### src/design/ftx_pkg.sv
// Purpose: Shared constants, types and helpers of the transmit symbol mapper.
// Assumes: 32-bit Wishbone register words, byte addresses.
// Notes: Levels are signed multiples of the inner deviation.

package ftx_pkg;

	// ==========================================================
	// Register offsets
	localparam logic [3:0] FTX_ADDR_CTRL = 4'h0;
	localparam logic [3:0] FTX_ADDR_CFG2 = 4'h4;
	localparam logic [3:0] FTX_ADDR_CFG3 = 4'h8;
	localparam logic [3:0] FTX_ADDR_STAT = 4'hC;

	// ==========================================================
	// Field positions and widths
	localparam int FTX_MOD_LSB = 4;
	localparam int FTX_MOD_W = 3;
	localparam int FTX_DEV_LSB = 19;
	localparam int FTX_DEV_W = 9;
	localparam int FTX_ALPHA_BIT = 30;
	localparam int FTX_DEMOD_LSB = 6;
	localparam int FTX_DEMOD_W = 4;
	localparam int FTX_RECOV_LSB = 10;
	localparam int FTX_RECOV_W = 8;
	localparam int FTX_TXEN_BIT = 0;
	localparam int FTX_HALVE_BIT = 1;
	localparam int FTX_UART_BIT = 2;

	// ==========================================================
	// Reset values and counts
	localparam logic [2:0] FTX_MOD_RST = 3'h0;
	localparam logic [8:0] FTX_DEV_RST = 9'h001;
	localparam logic [3:0] FTX_DEMOD_RST = 4'h1;
	localparam logic [7:0] FTX_RECOV_RST = 8'h01;
	localparam logic [15:0] FTX_HALF_MULT = 16'h0010; // Half of the 32 division

	// ==========================================================
	// Modulation codes and filter selections
	localparam logic [2:0] FTX_MOD_2L = 3'h0;
	localparam logic [2:0] FTX_MOD_2L_GAUSS = 3'h1;
	localparam logic [2:0] FTX_MOD_3L = 3'h2;
	localparam logic [2:0] FTX_MOD_4L = 3'h3;
	localparam logic [2:0] FTX_MOD_2L_OVER = 3'h4;
	localparam logic [2:0] FTX_MOD_2L_RC = 3'h5;
	localparam logic [2:0] FTX_MOD_3L_RC = 3'h6;
	localparam logic [2:0] FTX_MOD_4L_RC = 3'h7;
	localparam logic [1:0] FTX_FLT_NONE = 2'h0;
	localparam logic [1:0] FTX_FLT_GAUSS = 2'h1;
	localparam logic [1:0] FTX_FLT_RC = 2'h2;

	// ==========================================================
	// Types
	typedef struct packed {
		logic [2:0] mod_code;
		logic [8:0] deviation;
		logic alpha_high;
		logic [3:0] demodulator_clock_divider;
		logic [7:0] recovery_clock_divider;
		logic output_halving_select;
		logic tx_enable;
		logic uart_mode;
	} ftx_cfg_t;

	typedef enum logic {FTX_IDLE, FTX_RUN} ftx_state_t;

	// ==========================================================
	// Helpers
	// Two-level bit to level
	function automatic logic signed [2:0] ftx_map2(input logic b);
		return b ? 3'sh1 : 3'sh7;
	endfunction : ftx_map2

	// Gray pair to level: 00 -3, 01 -1, 11 +1, 10 +3
	function automatic logic signed [2:0] ftx_map4(input logic [1:0] p);
		logic signed [2:0] l;
		l = 3'sh0;
		unique case (p)
			2'h0: l = 3'sh5;
			2'h1: l = 3'sh7;
			2'h3: l = 3'sh1;
			2'h2: l = 3'sh3;
		endcase
		return l;
	endfunction : ftx_map4

	// Offset in half steps of the deviation unit
	function automatic logic signed [12:0] ftx_scale(input logic signed [2:0] lvl, input logic [8:0] dev,
		input logic halve);
		logic signed [12:0] prod;
		prod = 13'(lvl) * $signed({4'h0, dev});
		return halve ? prod : (prod <<< 1);
	endfunction : ftx_scale

	// Byte-lane merge of a write
	function automatic logic [31:0] ftx_merge(input logic [31:0] cur, input logic [31:0] wd,
		input logic [3:0] sel);
		logic [31:0] r;
		r = cur;
		for (int i = 0; i < 4; i++) begin
			if (sel[i]) begin
				r[i*8 +: 8] = wd[i*8 +: 8];
			end
		end
		return r;
	endfunction : ftx_merge

endpackage : ftx_pkg

### src/design/ftx_sync.sv
// Purpose: Three-stage pin synchroniser with agreement filter.
// Assumes: Input is asynchronous to ref_clk.
// Notes: Output moves only when stages two and three agree.

`timescale 1ns/1ns

module ftx_sync import ftx_pkg::*; (
	input wire logic ref_clk,
	input wire logic rst,
	input wire logic async_in,
	output logic sync_out
);

	logic ff1;
	logic ff2;
	logic ff3;

	// ==========================================================
	// Chain and filter
	always_ff @(posedge ref_clk or posedge rst) begin
		if (rst) begin
			ff1 <= 1'b0;
			ff2 <= 1'b0;
			ff3 <= 1'b0;
			sync_out <= 1'b0;
		end else begin
			ff1 <= async_in;
			ff2 <= ff1;
			ff3 <= ff2;
			if (ff2 == ff3) begin
				sync_out <= ff3;
			end
		end
	end

endmodule : ftx_sync

### src/design/ftx_precoder.sv
// Purpose: Three-level precoder and 1-D^2 encoder.
// Assumes: One step per transmit bit.
// Notes: Clear empties both delay stages.

`timescale 1ns/1ns

module ftx_precoder import ftx_pkg::*; (
	input wire logic ref_clk,
	input wire logic rst,
	input wire logic clear,
	input wire logic step,
	input wire logic din,
	output logic signed [2:0] enc
);

	logic p1;
	logic p2;
	wire next_p;
	wire signed [2:0] next_enc;

	// ==========================================================
	// Precoder and encoder arithmetic
	assign next_p = din ^ p2;
	assign next_enc = (next_p == p2) ? 3'sh0 : (next_p ? 3'sh1 : 3'sh7);

	// Delay stages
	always_ff @(posedge ref_clk or posedge rst) begin
		if (rst) begin
			p1 <= 1'b0;
			p2 <= 1'b0;
			enc <= 3'sh0;
		end else if (clear) begin
			p1 <= 1'b0;
			p2 <= 1'b0;
			enc <= 3'sh0;
		end else if (step) begin
			p1 <= next_p;
			p2 <= p1;
			enc <= next_enc;
		end
	end
endmodule : ftx_precoder

### src/design/ftx_symbol_mapper.sv
// Purpose: Transmit data clock, bit sampling and symbol mapping of an FSK transmitter.
// Assumes: Classic Wishbone register access, ref_clk is the reference.
// Notes: freq_offset is in units of half a deviation step.
//
// How it works
// - Clock pin runs at reference over demod times recovery divider times 32.
// - Dividers sit in config word 3, bits 6-9 and 10-17.
// - Nine-bit deviation word scales every level.
// - Halving select gives half the deviation of direct output.
// - Four-level gray pairs map to plus/minus three or one deviation.
// - Outer four-level levels are exactly three times the inner.
// - Four-level groups bits in pairs, symbol rate half bit rate.
// - Code 000 shifts the divide value by each bit, two-level.
// - Three-level zero gives carrier, nonzero gives carrier plus or minus deviation.
// - Precoder output is input xor precoder output two bits earlier.
// - Encoder output is precoder now minus precoder two bits back.
// - Code 010 selects three-level, one symbol per bit.
// - Code 100 drives no clock and samples data at 32 times rate.
// - Asynchronous serial data only allowed with oversampled two-level mode.
// - Gaussian filter only with two-level, code 001.
// - Raised-cosine roll-off 0.5, or 0.7 when word 2 bit 30 set.
// - Raised-cosine codes 101, 110, 111 for two, three, four levels.
// - Modulation select is word 2 bits 4-6; 011 is unfiltered four-level.
// - Unfiltered two-level output lags sampling by one bit.
//
// The implementer's own choices: the address map and the Wishbone register port.

`timescale 1ns/1ns

module ftx_symbol_mapper import ftx_pkg::*; #(
	parameter int CNT_W = 16
) (
	input wire logic ref_clk,
	input wire logic rst,
	input wire logic wb_cyc,
	input wire logic wb_stb,
	input wire logic wb_we,
	input wire logic [3:0] wb_adr,
	input wire logic [3:0] wb_sel,
	input wire logic [31:0] wb_dat_wr,
	output logic [31:0] wb_dat_rd,
	output logic wb_ack,
	input wire logic transmit_bit_input,
	output logic transceive_clock_pin,
	output logic transceive_clock_pin_oe,
	output logic signed [2:0] symbol_level,
	output logic signed [12:0] freq_offset,
	output logic symbol_strobe,
	output logic [1:0] filter_select,
	output logic rc_alpha_high,
	output logic tx_active
);

	// ==========================================================
	// Elaboration check
	if (CNT_W < 16) begin : g_bad_width
		$error("CNT_W must hold the longest half period");
	end

	ftx_cfg_t cfg;
	ftx_state_t state;
	ftx_state_t next_state;
	logic [CNT_W-1:0] cnt;
	logic pair_phase;
	logic msb;
	logic signed [2:0] pending_lvl;
	logic signed [2:0] level;
	logic [CNT_W-1:0] tog_cnt;
	wire data;
	wire signed [2:0] enc;

	// ==========================================================
	// Bus decode
	wire access = wb_cyc && wb_stb && !wb_ack;
	wire wr_take = wb_cyc && wb_stb && wb_ack && wb_we;
	wire wr_ctrl = wr_take && (wb_adr == FTX_ADDR_CTRL);
	wire wr_cfg2 = wr_take && (wb_adr == FTX_ADDR_CFG2);
	wire wr_cfg3 = wr_take && (wb_adr == FTX_ADDR_CFG3);
	wire wr_any = wr_ctrl || wr_cfg2 || wr_cfg3;

	// Register words assembled from fields
	wire [31:0] ctrl_word = (32'(cfg.tx_enable) << FTX_TXEN_BIT) | (32'(cfg.output_halving_select) << FTX_HALVE_BIT)
		| (32'(cfg.uart_mode) << FTX_UART_BIT);
	wire [31:0] cfg2_word = (32'(cfg.alpha_high) << FTX_ALPHA_BIT) | (32'(cfg.deviation) << FTX_DEV_LSB)
		| (32'(cfg.mod_code) << FTX_MOD_LSB);
	wire [31:0] cfg3_word = (32'(cfg.demodulator_clock_divider) << FTX_DEMOD_LSB)
		| (32'(cfg.recovery_clock_divider) << FTX_RECOV_LSB);
	wire [31:0] ctrl_new = ftx_merge(ctrl_word, wb_dat_wr, wb_sel);
	wire [31:0] cfg2_new = ftx_merge(cfg2_word, wb_dat_wr, wb_sel);
	wire [31:0] cfg3_new = ftx_merge(cfg3_word, wb_dat_wr, wb_sel);

	// ==========================================================
	// Mode decode
	wire [2:0] mode = cfg.mod_code;
	wire is_over = (mode == FTX_MOD_2L_OVER);
	wire is_two = (mode == FTX_MOD_2L) || (mode == FTX_MOD_2L_GAUSS) || (mode == FTX_MOD_2L_RC);
	wire is_three = (mode == FTX_MOD_3L) || (mode == FTX_MOD_3L_RC);
	wire is_four = (mode == FTX_MOD_4L) || (mode == FTX_MOD_4L_RC);
	wire is_gauss = (mode == FTX_MOD_2L_GAUSS);
	wire is_rc = (mode == FTX_MOD_2L_RC) || (mode == FTX_MOD_3L_RC) || (mode == FTX_MOD_4L_RC);
	wire [1:0] next_filter = is_gauss ? FTX_FLT_GAUSS : (is_rc ? FTX_FLT_RC : FTX_FLT_NONE);
	wire uart_conflict = cfg.uart_mode && !is_over;
	wire dev_invalid = (cfg.deviation == 9'h000);
	wire run_ok = cfg.tx_enable && !uart_conflict;
	wire running = (state == FTX_RUN);

	// ==========================================================
	// Divider terms, zero divider acts as one
	wire [3:0] dmd = (cfg.demodulator_clock_divider == 4'h0) ? 4'h1 : cfg.demodulator_clock_divider;
	wire [7:0] rcv = (cfg.recovery_clock_divider == 8'h00) ? 8'h01 : cfg.recovery_clock_divider;
	wire [11:0] div_prod = 12'(dmd) * 12'(rcv);
	wire [CNT_W-1:0] half_period = CNT_W'(16'(div_prod) * FTX_HALF_MULT);
	wire [CNT_W-1:0] os_period = CNT_W'(div_prod);
	wire [CNT_W-1:0] term = is_over ? os_period : half_period;
	wire cnt_hit = running && (cnt == term - CNT_W'(1));
	// Any register write restarts the half period, so a mode change never overshoots the terminal count
	wire [CNT_W-1:0] next_cnt = (!running || cnt_hit || wr_any) ? '0 : cnt + CNT_W'(1);
	wire next_clk_pin = running && !is_over && (cnt_hit ? !transceive_clock_pin : transceive_clock_pin);

	// Sampling events
	wire bit_tick = cnt_hit && !is_over && !transceive_clock_pin;
	wire os_tick = cnt_hit && is_over;
	wire sym_fire = (bit_tick && (is_two || is_three || (is_four && pair_phase))) || os_tick;
	wire signed [2:0] cur_level = is_three ? enc : level;
	wire signed [12:0] next_offset = running ? ftx_scale(cur_level, cfg.deviation, cfg.output_halving_select)
		: 13'sh0;

	// ==========================================================
	// Transmit state, a divider write restarts the clock
	always_comb begin
		next_state = state;
		unique case (state)
			FTX_IDLE: next_state = run_ok ? FTX_RUN : FTX_IDLE;
			FTX_RUN: next_state = (!run_ok || wr_cfg3) ? FTX_IDLE : FTX_RUN;
		endcase
	end

	// Data pin synchroniser
	ftx_sync u_sync (
		.ref_clk(ref_clk),
		.rst(rst),
		.async_in(transmit_bit_input),
		.sync_out(data)
	);

	// Three-level coder, cleared while idle
	ftx_precoder u_precoder (
		.ref_clk(ref_clk),
		.rst(rst),
		.clear(!running),
		.step(bit_tick && is_three),
		.din(data),
		.enc(enc)
	);

	// ==========================================================
	// Register file
	always_ff @(posedge ref_clk or posedge rst) begin
		if (rst) begin
			cfg <= '{FTX_MOD_RST, FTX_DEV_RST, 1'b0, FTX_DEMOD_RST, FTX_RECOV_RST, 1'b0, 1'b0, 1'b0};
		end else begin
			if (wr_ctrl) begin
				cfg.tx_enable <= ctrl_new[FTX_TXEN_BIT];
				cfg.output_halving_select <= ctrl_new[FTX_HALVE_BIT];
				cfg.uart_mode <= ctrl_new[FTX_UART_BIT];
			end
			if (wr_cfg2) begin
				cfg.mod_code <= cfg2_new[FTX_MOD_LSB +: FTX_MOD_W];
				cfg.deviation <= cfg2_new[FTX_DEV_LSB +: FTX_DEV_W];
				cfg.alpha_high <= cfg2_new[FTX_ALPHA_BIT];
			end
			if (wr_cfg3) begin
				cfg.demodulator_clock_divider <= cfg3_new[FTX_DEMOD_LSB +: FTX_DEMOD_W];
				cfg.recovery_clock_divider <= cfg3_new[FTX_RECOV_LSB +: FTX_RECOV_W];
			end
		end
	end

	// Read mux, unmapped reads zero
	wire [31:0] stat_word = {27'h0, transceive_clock_pin, pair_phase, dev_invalid, uart_conflict, running};
	wire [31:0] rd_word = (wb_adr == FTX_ADDR_CTRL) ? ctrl_word :
		(wb_adr == FTX_ADDR_CFG2) ? cfg2_word :
		(wb_adr == FTX_ADDR_CFG3) ? cfg3_word :
		(wb_adr == FTX_ADDR_STAT) ? stat_word : 32'h0;

	// Bus answer one cycle after request
	always_ff @(posedge ref_clk or posedge rst) begin
		if (rst) begin
			wb_ack <= 1'b0;
			wb_dat_rd <= 32'h0;
		end else begin
			wb_ack <= access;
			if (access) begin
				wb_dat_rd <= rd_word;
			end
		end
	end

	// ==========================================================
	// Clock divider and pin
	always_ff @(posedge ref_clk or posedge rst) begin
		if (rst) begin
			state <= FTX_IDLE;
			cnt <= '0;
			transceive_clock_pin <= 1'b0;
			transceive_clock_pin_oe <= 1'b0;
		end else begin
			state <= next_state;
			cnt <= next_cnt;
			transceive_clock_pin <= next_clk_pin;
			transceive_clock_pin_oe <= running && !is_over;
		end
	end

	// Bit pairing and level pipeline
	always_ff @(posedge ref_clk or posedge rst) begin
		if (rst) begin
			pair_phase <= 1'b0;
			msb <= 1'b0;
			pending_lvl <= 3'sh0;
			level <= 3'sh0;
		end else if (!running) begin
			pair_phase <= 1'b0;
			pending_lvl <= 3'sh0;
			level <= 3'sh0;
		end else if (os_tick) begin
			level <= ftx_map2(data);
		end else if (bit_tick && is_four) begin
			pair_phase <= !pair_phase;
			if (!pair_phase) begin
				msb <= data;
			end else begin
				pending_lvl <= ftx_map4({msb, data});
				level <= pending_lvl;
			end
		end else if (bit_tick && is_two) begin
			pending_lvl <= ftx_map2(data);
			level <= pending_lvl;
		end
	end

	// Registered outputs
	always_ff @(posedge ref_clk or posedge rst) begin
		if (rst) begin
			symbol_level <= 3'sh0;
			freq_offset <= 13'sh0;
			symbol_strobe <= 1'b0;
			filter_select <= FTX_FLT_NONE;
			rc_alpha_high <= 1'b0;
			tx_active <= 1'b0;
		end else begin
			symbol_level <= running ? cur_level : 3'sh0;
			freq_offset <= next_offset;
			symbol_strobe <= sym_fire;
			filter_select <= next_filter;
			rc_alpha_high <= is_rc && cfg.alpha_high;
			tx_active <= running;
		end
	end

	// Cycles since the last clock pin change
	always_ff @(posedge ref_clk or posedge rst) begin
		if (rst) begin
			tog_cnt <= CNT_W'(1);
		end else if (!running || wr_any || (next_clk_pin != transceive_clock_pin)) begin
			tog_cnt <= CNT_W'(1);
		end else begin
			tog_cnt <= tog_cnt + CNT_W'(1);
		end
	end
endmodule : ftx_symbol_mapper

### config.mk
export PLATFORM = sky130hd
export DESIGN_NAME = ftx_symbol_mapper
export DESIGN_NICKNAME = d
export VERILOG_FILES = /design/src/design/ftx_pkg.sv /design/src/design/ftx_sync.sv /design/src/design/ftx_precoder.sv /design/src/design/ftx_symbol_mapper.sv
export SDC_FILE = /design/constraint.sdc
export NUM_CORES = 1
export LEC_CHECK = 0
export BUFFER_PORTS_ARGS = -buffer_cell sky130_fd_sc_hd__buf_4
export CAP_MARGIN = 20
export CORE_MARGIN = 8
export CORE_UTILIZATION = 35
export DETAILED_ROUTE_END_ITERATION = 6
export GPL_ROUTABILITY_DRIVEN = 0
export SETUP_SLACK_MARGIN = 0.05
export SLEW_MARGIN = 40
export SYNTH_ARGS = -nofsm -noshare
export SYNTH_HDL_FRONTEND = slang
export SYNTH_SLANG_ARGS = --single-unit
### constraint.sdc
create_clock -name ref_clk -period 6.8 [get_ports ref_clk]
set_input_delay 0.34 -clock ref_clk [delete_from_list [all_inputs] [get_ports ref_clk]]
set_output_delay 0.34 -clock ref_clk [all_outputs]
set_load 0.1 [all_outputs]
==> results of run 1 <==
per-stage QoR:
stage | total power [uW] | hold WS [ps] | setup slack (ps) | std cells
5_1_grt | 1905 | 19.54 | 169.3 | 1146
4_1_cts | 1854 | 27.25 | 621.6 | 1146
6_report | 1835 | 11.80 | 619.4 | 1146
3_3_place_gp | 894.4 | 334.1 | 713.7 | 1114
2_1_floorplan | 837.5 | 331.2 | 1338 | 777
3_5_place_dp | 896.0 | 337.1 | 628.2 | 1114
layout make-up:
class,instances,area (um2)
clock buffer,18,439.2
multi-input combinational,575,4338
timing repair buffer,99,743.2
clock inverter,14,188.9
tap,275,344.1
inverter,52,200.2
sequential,113,2831
fill,2041,11940
cells in the mapped netlist (3+ instances only):
library cell and count:
clkbuf_1 23, nor3_1 18, ha_1 38, or2_2 10
mux2i_1 9, buf_4 5, a21oi_1 30, nand2_1 87
a21o_1 8, and3_1 8, fa_1 21, or3_1 4
a41oi_1 3, nor3b_1 3, nor2b_1 3, nand3_1 16
xnor2_1 27, buf_2 5, o211ai_1 4, nand2b_1 4
inv_1 52, dfstp_2 3, a211o_1 3, o21a_1 5
nor4_1 10, a211oi_2 5, o31ai_1 4, a22o_1 22
nor2_1 61, mux2_2 30, a31oi_1 8, xor2_1 16
buf_1 3, o2111a_1 3, dfrtp_1 110, a211oi_1 9
o21ai_0 20, and2_1 15, nand4_1 10
report_power, final:
group          switching, uW  total (uW)  internal (uW)  leakage, uW
logic                    122         193           71.0      0.00245
registers               11.8         692            680      0.00156
clock network            329         950            621     0.000302
path summary, 6_finish.rpt:
kind	start	cells after the start	end	slack, ps
max in group asynchronous	rst	3	cnt[11]	5690
max	cfg[10]	17	msb	620
max reg2reg	cfg[10]	17	msb	620
min	rst	2	cfg[20]	10
min reg2reg	u_sync.ff1	0	u_sync.ff2	350
min in group ref_clk	transmit_bit_input	1	u_sync.ff1	40
sequential cells by signal (all words and copies together) (netlist names), 2 cells and up:
name and cells:
cfg 25, symbol_level 3, wb_dat_rd 28, mode 3
filter_select 2, pending_lvl 3, freq_offset 13, u_precoder.enc 2
cnt 16, level 3
critical path, stage by stage (launching register included):
cell       delay [ps]
dfrtp_1           460
nor4_1            430
a21o_1            280
nand2_1           110
fa_1              520
fa_1              540
inv_1              70
fa_1              540
a21o_1            240
a41o_1            270
a211oi_1          390
nor2_1            120
o32ai_2           430
a211oi_1          130
nor4_1            400
o2111ai_2         350
or3_1             490
mux2_4            310
per-layer routing:
layer | vias up | GRT usage (%) | part of all wire, %
li1 | 2908 | - | -
met1 | 2955 | 19.83 | 46
met2 | 132 | 24.68 | 48
met3 | 14 | 4.449 | 5.7
met4 | 2 | 3.956 | 0.91
met5 | - | 0 | 0.046
cell families (layout without fill, tap and decap cells):
family / after synthesis / in the layout / synth area share (%)
flops: 113 / 113 / 37.69
mux: 40 / 40 / 5.895
compound gates: 162 / 162 / 16.85
xor+xnor: 44 / 44 / 5.312
simple gates: 265 / 265 / 17.27
buf+inv: 89 / 183 / 4.879
fa+ha+maj: 60 / 60 / 12.06
other cells: 1 / 4 / 0.04991
layout by cell type (no fill, tap or decap), types with 5 or more instances in the layout:
| cell | count |
|---|---|
| nor2_1 | 61 |
| o21a_1 | 5 |
| fa_1 | 21 |
| dfrtp_1 | 110 |
| and2_1 | 15 |
| clkbuf_16 | 17 |
| a31oi_1 | 8 |
| mux2_2 | 30 |
| nor4_1 | 9 |
| a211oi_2 | 5 |
| xnor2_1 | 27 |
| o21ai_0 | 20 |
| a22o_1 | 22 |
| nand4_1 | 10 |
| nand2_1 | 87 |
| a211oi_1 | 9 |
| and3_1 | 8 |
| nand3_1 | 16 |
| ha_1 | 38 |
| buf_4 | 99 |
| a21oi_1 | 30 |
| mux2i_1 | 9 |
| inv_1 | 51 |
| or2_2 | 10 |
| nor3_1 | 18 |
| xor2_1 | 16 |
| a21o_1 | 8 |
==> run_results.csv, run 1 <==
group,metric,value,unit
run_status,status,"finished, final reports clean",
cells_and_area,design_area,9085,um2
grt,overflow,0,
placed_design,io_buffers,92,
cells_and_area,syn_to_final_growth,20.92,%
grt,grt_pass1_vias,6120,
clock_network,cts_sinks,113,
synth,synth_warnings,0,
placed_design,place_area,8454,um2
floorplanning,die_width,162.5,um
clock_network,cts_buffers,17,
timing,fin_tns_setup,0,ps
clock_network,clk_path_buf_depth,2,
floorplanning,core,21020,um2
synth,synthFlopType,"dfrtp_1",
clock_network,htreeDepth,4,
timing,setup-violations-final,0,
clock_network,post-cts-setup-buffers,0,
critical_path,start_kind,"register",
run,drv_cap,0,
timing,fmax,0.1618,GHz
synth,avgSynthCellArea,9.707,um2
placed_design,hpwlAfterDp,14630,um
clock_network,ctsHoldBuffers,0,
floorplanning,rows,53,
drt,routedWlPerCell,17.11,um
clock_network,cts_resized,0,
floorplanning,die_h,162.5,um
critical_path,arrival,6480,ps
grt,grt_usage,15.34,%
synth,synth-edff-count,0,
drt,vias,6011,
grt,antenna_found_initial,1,
power_and_ir_drop,power_density,202.0,nW/um2
synth,syn_area,7513,um2
critical_path,worstSetupPathType,"reg2reg",
floorplanning,io_pins,102,
grt,grt_max_degree,65,
synth,ys_top_cells_by_area,"dfrtp_1 (37%), ha_1 (6.3%), fa_1 (5.6%)",
synth,ys_ff_latch,113,
cells_and_area,antenna_cells,0,
synth,synth_cell_types,87,
power_and_ir_drop,ir_worst_vdd,0.0001582,V
timing,fin_crit_sh,90.89,%
synth,synth_cells,774,
synth,synth_largest_area_cell,"dfrtp_1",
clock_network,path_clk_slew,60,ps
cells_and_area,post-route-util,43.22,%
critical_path,critPathCaptureType,"register",
timing,tightest_slew,765.0,ps
critical_path,worstPathMaxFanout,9,
drt,drc_errors,0,
clock_network,cts_tree,"done",
drt,ant_nets,0,
timing,grt_setup_unrepaired,"false",
synth,async_flop_share,100.0,%
cells_and_area,drive_gt1_share,23.08,%
drt,drt_pass1_iterations,5,
drt,drt_iter0_markers,302,
grt,grt_pass1_wl,32510,um
hold_path,worstHoldPathType,"in2async",
drt,avgViaCountPerCell,5.245,
power_and_ir_drop,leakagePower,0.004312,uW
critical_path,crit_required,7100,ps
synth,yosysTopAreaCellShare,36.64,%
cells_and_area,nets,963,
timing,finalHoldViolations,0,
timing,skew,6.980,ps
timing,relSlewSlack,49.00,%
timing,fin_crit,6181,ps
clock_network,clock_latency,410,ps
drt,wl,19610,um
synth,ys_seq_area_share,37.69,%
timing,slew_violations,0,
floorplanning,start_util,35.74,%
clock_network,cts_root_buffer,"clkbuf_16",
floorplanning,dieArea,26410,um2
(Power assumes the default switching activity.)
==> inputs of run 2 (changes only) <==
GPL_TIMING_DRIVEN = 0   (was unset)
RECOVER_POWER = 100   (was unset)
SKIP_LAST_GASP = 1   (was unset)
==> run_results.csv, run 2 (same netlist as run 1, synthesis figures left out) <==
group,metric,value,unit
drt,avgViaCountPerCell,5.266,
grt,antenna_found_initial,0,
grt,grt_usage,15.84,%
timing,grt_setup_unrepaired,"false",
floorplanning,rows,53,
timing,tightest_slew,2916,ps
clock_network,cts_buffers,17,
drt,ant_nets,0,
clock_network,clk_path_buf_depth,2,
power_and_ir_drop,clockPowerShare,50.3,%
timing,setup_ws,501.2,ps
floorplanning,io_pins,102,
timing,relSlewSlack,-95.47,%
cells_and_area,final_cell_mix,"dfrtp_1 (110), nand2_1 (87), clkbuf_1 (81)",
drt,routedWlPerCell,16.96,um
cells_and_area,largest_reg_flops,28,
critical_path,worstPathMaxFanout,10,
placed_design,io_buffers,91,
critical_path,critPathCaptureType,"register",
placed_design,place_inst,1144,
critical_path,endpoint,"cnt[0]",
cells_and_area,drive_gt1_share,15.67,%
clock_network,path_clk_slew,50,ps
floorplanning,start_util,35.74,%
floorplanning,core,21020,um2
critical_path,arrival,6590,ps
floorplanning,die_h,162.5,um
run,drv_cap,2,
power_and_ir_drop,internal_power,1350,uW
clock_network,clock_latency,420,ps
grt,grt_pass1_wl,33390,um
clock_network,cts_sinks,113,
timing,setup-violations-final,0,
timing,slew_violations,116,
power_and_ir_drop,ir_worst_vdd,0.0001701,V
clock_network,htreeDepth,4,
power_and_ir_drop,swShare,24.51,%
critical_path,reg2reg_depth,19,
drt,drt_pass1_iterations,5,
grt,grt_pass1_vias,6381,
timing,whs,51.78,ps
timing,fin_tns_setup,0,ps
grt,overflow,0,
timing,fin_crit_sh,92.63,%
power_and_ir_drop,power_density,199.6,nW/um2
clock_network,cts_tree,"done",
cells_and_area,final_common_cell,"dfrtp_1",
run_status,violations,"capacitance limit, slew limit",
critical_path,startpoint,"cfg[10]",
critical_path,crit_required,7090,ps
clock_network,cts_root_buffer,"clkbuf_16",
clock_network,post-cts-setup-buffers,0,
cells_and_area,antenna_cells,0,
hold_path,worstHoldPathType,"in2reg",
drt,drc_errors,0,
run_status,status,"finished, violations left",
timing,finalHoldViolations,0,
drt,drt_iter0_markers,349,
critical_path,start_kind,"register",
drt,wl,19930,um
grt,grt_max_degree,66,
floorplanning,die_width,162.5,um
cells_and_area,top_register,"wb_dat_rd",
cells_and_area,syn_to_final_growth,19.30,%
timing,fin_crit,6299,ps
critical_path,crit-reg2reg-launch,"cfg[10]",
cells_and_area,nets,994,
power_and_ir_drop,power_frac_seq,38.6,%
placed_design,post-place-ws,480.9,ps
critical_path,r2r_setup_slack,500,ps
critical_path,worstSetupPathType,"reg2reg",
cells_and_area,largestRegisters,"wb_dat_rd (28), cfg (25), cnt (16)",
power_and_ir_drop,power.share.combinational,11.1,%
timing,fmax,0.1588,GHz
floorplanning,dieArea,26410,um2
placed_design,hpwlAfterDp,15190,um
power_and_ir_drop,leakagePower,0.004117,uW
drt,vias,6188,
power_and_ir_drop,p_switching,438.4,uW
timing,skew,8.221,ps
critical_path,reg2reg_to,"cnt[0]",
cells_and_area,stdcell_count,1175,
## run 2: layout make-up
type / count / area [um2]
Fill cell: 2106 / 12060
Multi-Input combinational cell: 575 / 4339
Sequential cell: 113 / 2831
Timing Repair Buffer: 93 / 501.7
Clock buffer: 24 / 481.7
Tap cell: 275 / 344.1
Inverter: 52 / 196.4
Buffer: 37 / 163.9
Clock inverter: 6 / 105.1
## run 2: layer usage
metal | up-vias | GRT usage, % | share of wire, %
li1 | 2961 | - | -
met1 | 3071 | 20.26 | 45
met2 | 134 | 25.59 | 48
met3 | 22 | 4.297 | 5.4
met4 | 0 | 4.966 | 1.3
met5 | - | 0 | 0
## run 2: stage by stage
| step | util [%] | cell area (um2) | total power [uW] |
|---|---|---|---|
| 2_1_floorplan | - | 7525 | 837.5 |
| 6_report | 42.64 | 8964 | 1789 |
| 5_1_grt | 42.64 | 8964 | 1852 |
| 3_5_place_dp | 40.88 | 8593 | 898.3 |
| 3_3_place_gp | 40.68 | 8552 | 894.9 |
| 4_1_cts | 43.72 | 9190 | 1808 |
## run 2: worst min path at each step
stage,slack [ps],depth (start not counted),to,from
3_5_place_dp,330,0,u_sync.ff2,u_sync.ff1
4_1_cts,9,1,u_sync.ff1,transmit_bit_input
5_1_grt,30,1,u_sync.ff1,transmit_bit_input
2_1_floorplan,330,0,u_sync.ff2,u_sync.ff1
6_report,50,1,u_sync.ff1,transmit_bit_input
3_3_place_gp,340,0,u_sync.ff2,u_sync.ff1
## run 2: critical path: stages, from the launching register on
cell and delay, ps:
dfrtp_1 470, nor4_1 480, a21o_1 310, nand2_1 110, fa_1 520, fa_1 540, inv_1 70, fa_1 520
a21o_1 230, a41o_1 280, a211oi_1 400, nor3_1 120, o211a_4 310, xnor3_1 360, nor3_2 260, o2111a_1 250
clkbuf_1 350, a211o_2 300, buf_4 200, nor2_1 50
## run 2: timing repair
item / in CTS / in global routing
endpoints found under the setup margin: 0 / 15
gates resized for setup: 0 / 4
hold buffers: 1 / 0
endpoints found under the hold margin: 62 / 0
## run 2: power groups by stage
stage	sequential [uW]	combinational [uW]	clock (uW)
final	690	199	900
after global routing	691	216	946
after CTS	690	200	919
after detailed placement	701	197	0
after global placement	701	194	0
after floorplan	708	130	0
==> inputs of run 3 (changes only) <==
BUFFER_PORTS_ARGS = -buffer_cell sky130_fd_sc_hd__buf_2   (was -buffer_cell sky130_fd_sc_hd__buf_4)
==> run_results.csv, run 3 (same netlist as run 1, synthesis figures left out) <==
group,metric,value,unit
run_status,status,"finished, violations left",
run_status,violations,"capacitance limit, slew limit",
cells_and_area,largest_reg_flops,28,
clock_network,htreeDepth,4,
timing,relSlewSlack,-91.41,%
clock_network,cts_tree,"done",
cells_and_area,post-route-util,42.47,%
timing,slew_violations,116,
floorplanning,io_pins,102,
drt,wl_met2,9462,um
clock_network,cts_root_buffer,"clkbuf_16",
critical_path,worstSetupPathType,"reg2reg",
floorplanning,rows,53,
floorplanning,die_width,162.5,um
floorplanning,die_h,162.5,um
grt,grt_pass1_vias,6491,
critical_path,start_kind,"register",
timing,grt_setup_unrepaired,"false",
grt,grt_usage,15.81,%
power_and_ir_drop,leakagePower,0.004095,uW
cells_and_area,largestRegisters,"wb_dat_rd (28), cfg (25), cnt (16)",
clock_network,path_clk_slew,60,ps
drt,drt_pass1_iterations,5,
clock_network,clock_latency,410,ps
clock_network,cts_sinks,113,
floorplanning,start_util,35.74,%
timing,fmax,0.1588,GHz
drt,topRoutingLayerUsed,"met4",
cells_and_area,antenna_cells,0,
timing,skew,5.868,ps
cells_and_area,nFillCells,2046,
drt,drt_iter0_markers,322,
critical_path,crit_required,7100,ps
timing,setup-violations-final,0,
drt,ant_nets,0,
critical_path,critPathCaptureType,"register",
drt,avgViaCountPerCell,5.266,
timing,fin_tns_setup,0,ps
cells_and_area,top_register,"wb_dat_rd",
run,drv_cap,2,
drt,drc_errors,0,
clock_network,cts_buffers,17,
cells_and_area,final_common_cell,"dfrtp_1",
grt,overflow,0,
timing,fin_crit_sh,92.62,%
critical_path,arrival,6600,ps
cells_and_area,final_cell_mix,"dfrtp_1 (110), nand2_1 (87), clkbuf_1 (78)",
cells_and_area,syn_to_final_growth,18.82,%
power_and_ir_drop,ir_worst_vdd,0.0001723,V
floorplanning,core,21020,um2
cells_and_area,drive_gt1_share,16.08,%
grt,grt_max_degree,63,
power_and_ir_drop,power_density,209.1,nW/um2
timing,tightest_slew,2871,ps
drt,wl,19920,um
drt,vias,6198,
drt,met1_length,8943,um
hold_path,worstHoldPathType,"in2reg",
grt,grt_pass1_wl,33350,um
placed_design,io_buffers,91,
drt,routedWlPerCell,16.93,um
timing,fin_crit,6298,ps
timing,finalHoldViolations,0,
placed_design,hpwlAfterDp,15170,um
clock_network,clk_path_buf_depth,2,
grt,antenna_found_initial,0,
cells_and_area,nets,994,
drt,dr_wl_met3,1227,um
floorplanning,dieArea,26410,um2
critical_path,worstPathMaxFanout,10,
## run 3: cell types whose count changed in the layout (fill, tap and decap cells not counted), sizes merged
cell	change
bufinv	+2
buf	+2
clkinvlp	+5
clkbuf	-7
## run 3: cell type report
class / instances / area [um2] / area share, %
clock buffers: 19 / 442.9 / 4.961
flip-flops and latches: 113 / 2831 / 31.72
well taps: 275 / 344.1 / 3.854
repair buffers: 93 / 404.1 / 4.527
inverters: 52 / 196.4 / 2.200
clock inverters: 13 / 210.2 / 2.355
plain buffers: 37 / 163.9 / 1.836
multi-input cells: 575 / 4334 / 48.55
## run 3: power by group
group | switching, uW | total (uW) | internal, uW | leakage, uW
Sequential | 8.94 | 689 | 681 | 0.00156
Combinational | 128 | 192 | 64.8 | 0.00224
Clock | 326 | 985 | 659 | 0.000301
Total | 462 | 1870 | 1400 | 0.00409
## run 3: path summary, 6_finish.rpt
check | start | depth (start not counted) | slack [ps] | to
worst max-delay path | cfg[10] | 19 | 500 | cnt[7]
worst min-delay path | transmit_bit_input | 1 | 50 | u_sync.ff1
worst max register to register | cfg[10] | 19 | 500 | cnt[7]
worst min register to register | u_sync.ff1 | 0 | 340 | u_sync.ff2
max in group asynchronous | rst | 4 | 2010 | cnt[11]
min in group asynchronous | rst | 3 | 1230 | cfg[24]
## run 3: per-stage QoR
| step | worst slack [ps] | cell area, um2 | total power, uW | hold slack [ps] | cells |
|---|---|---|---|---|---|
| final | 501.5 | 8927 | 1867 | 45.31 | 1177 |
| after global routing | 81.95 | 8927 | 1936 | 28.25 | 1177 |
| after CTS | 406.2 | 9029 | 1885 | 35.11 | 1177 |
| after detailed placement | 423.2 | 8366 | 891.9 | 335.6 | 1144 |
| after global placement | 498.1 | 8324 | 887.8 | 334.0 | 1143 |
| after floorplan | 1338 | 7525 | 837.5 | 331.2 | 777 |
## run 3: timing repair
| action | 4_1_cts | 5_1_grt |
|---|---|---|
| hold endpoints to repair | 59 | 0 |
| gates resized for setup | 0 | 2 |
| endpoints found under the setup margin | 0 | 12 |
| buffers inserted | 0 | 0 |
| hold buffers | 1 | 0 |
## run 3: per-layer routing
metal	vias up	global-route usage (%)
met5	-	0
met4	0	5.093
li1	2964	-
met2	155	25.57
met1	3058	19.94
met3	21	4.626
## run 3: worst max-delay path, cell delays in order (launching register included)
cell,delay (ps)
dfrtp_1,470
nor4_1,470
a21o_1,300
nand2_1,110
fa_1,520
fa_1,540
inv_1,60
fa_1,520
a21o_1,230
a41o_1,270
a211oi_1,400
nor2_1,130
o32ai_2,460
nand3_1,150
a31oi_1,340
o2111a_1,280
clkbuf_1,350
a211o_2,290
buf_4,200
nor2_1,60
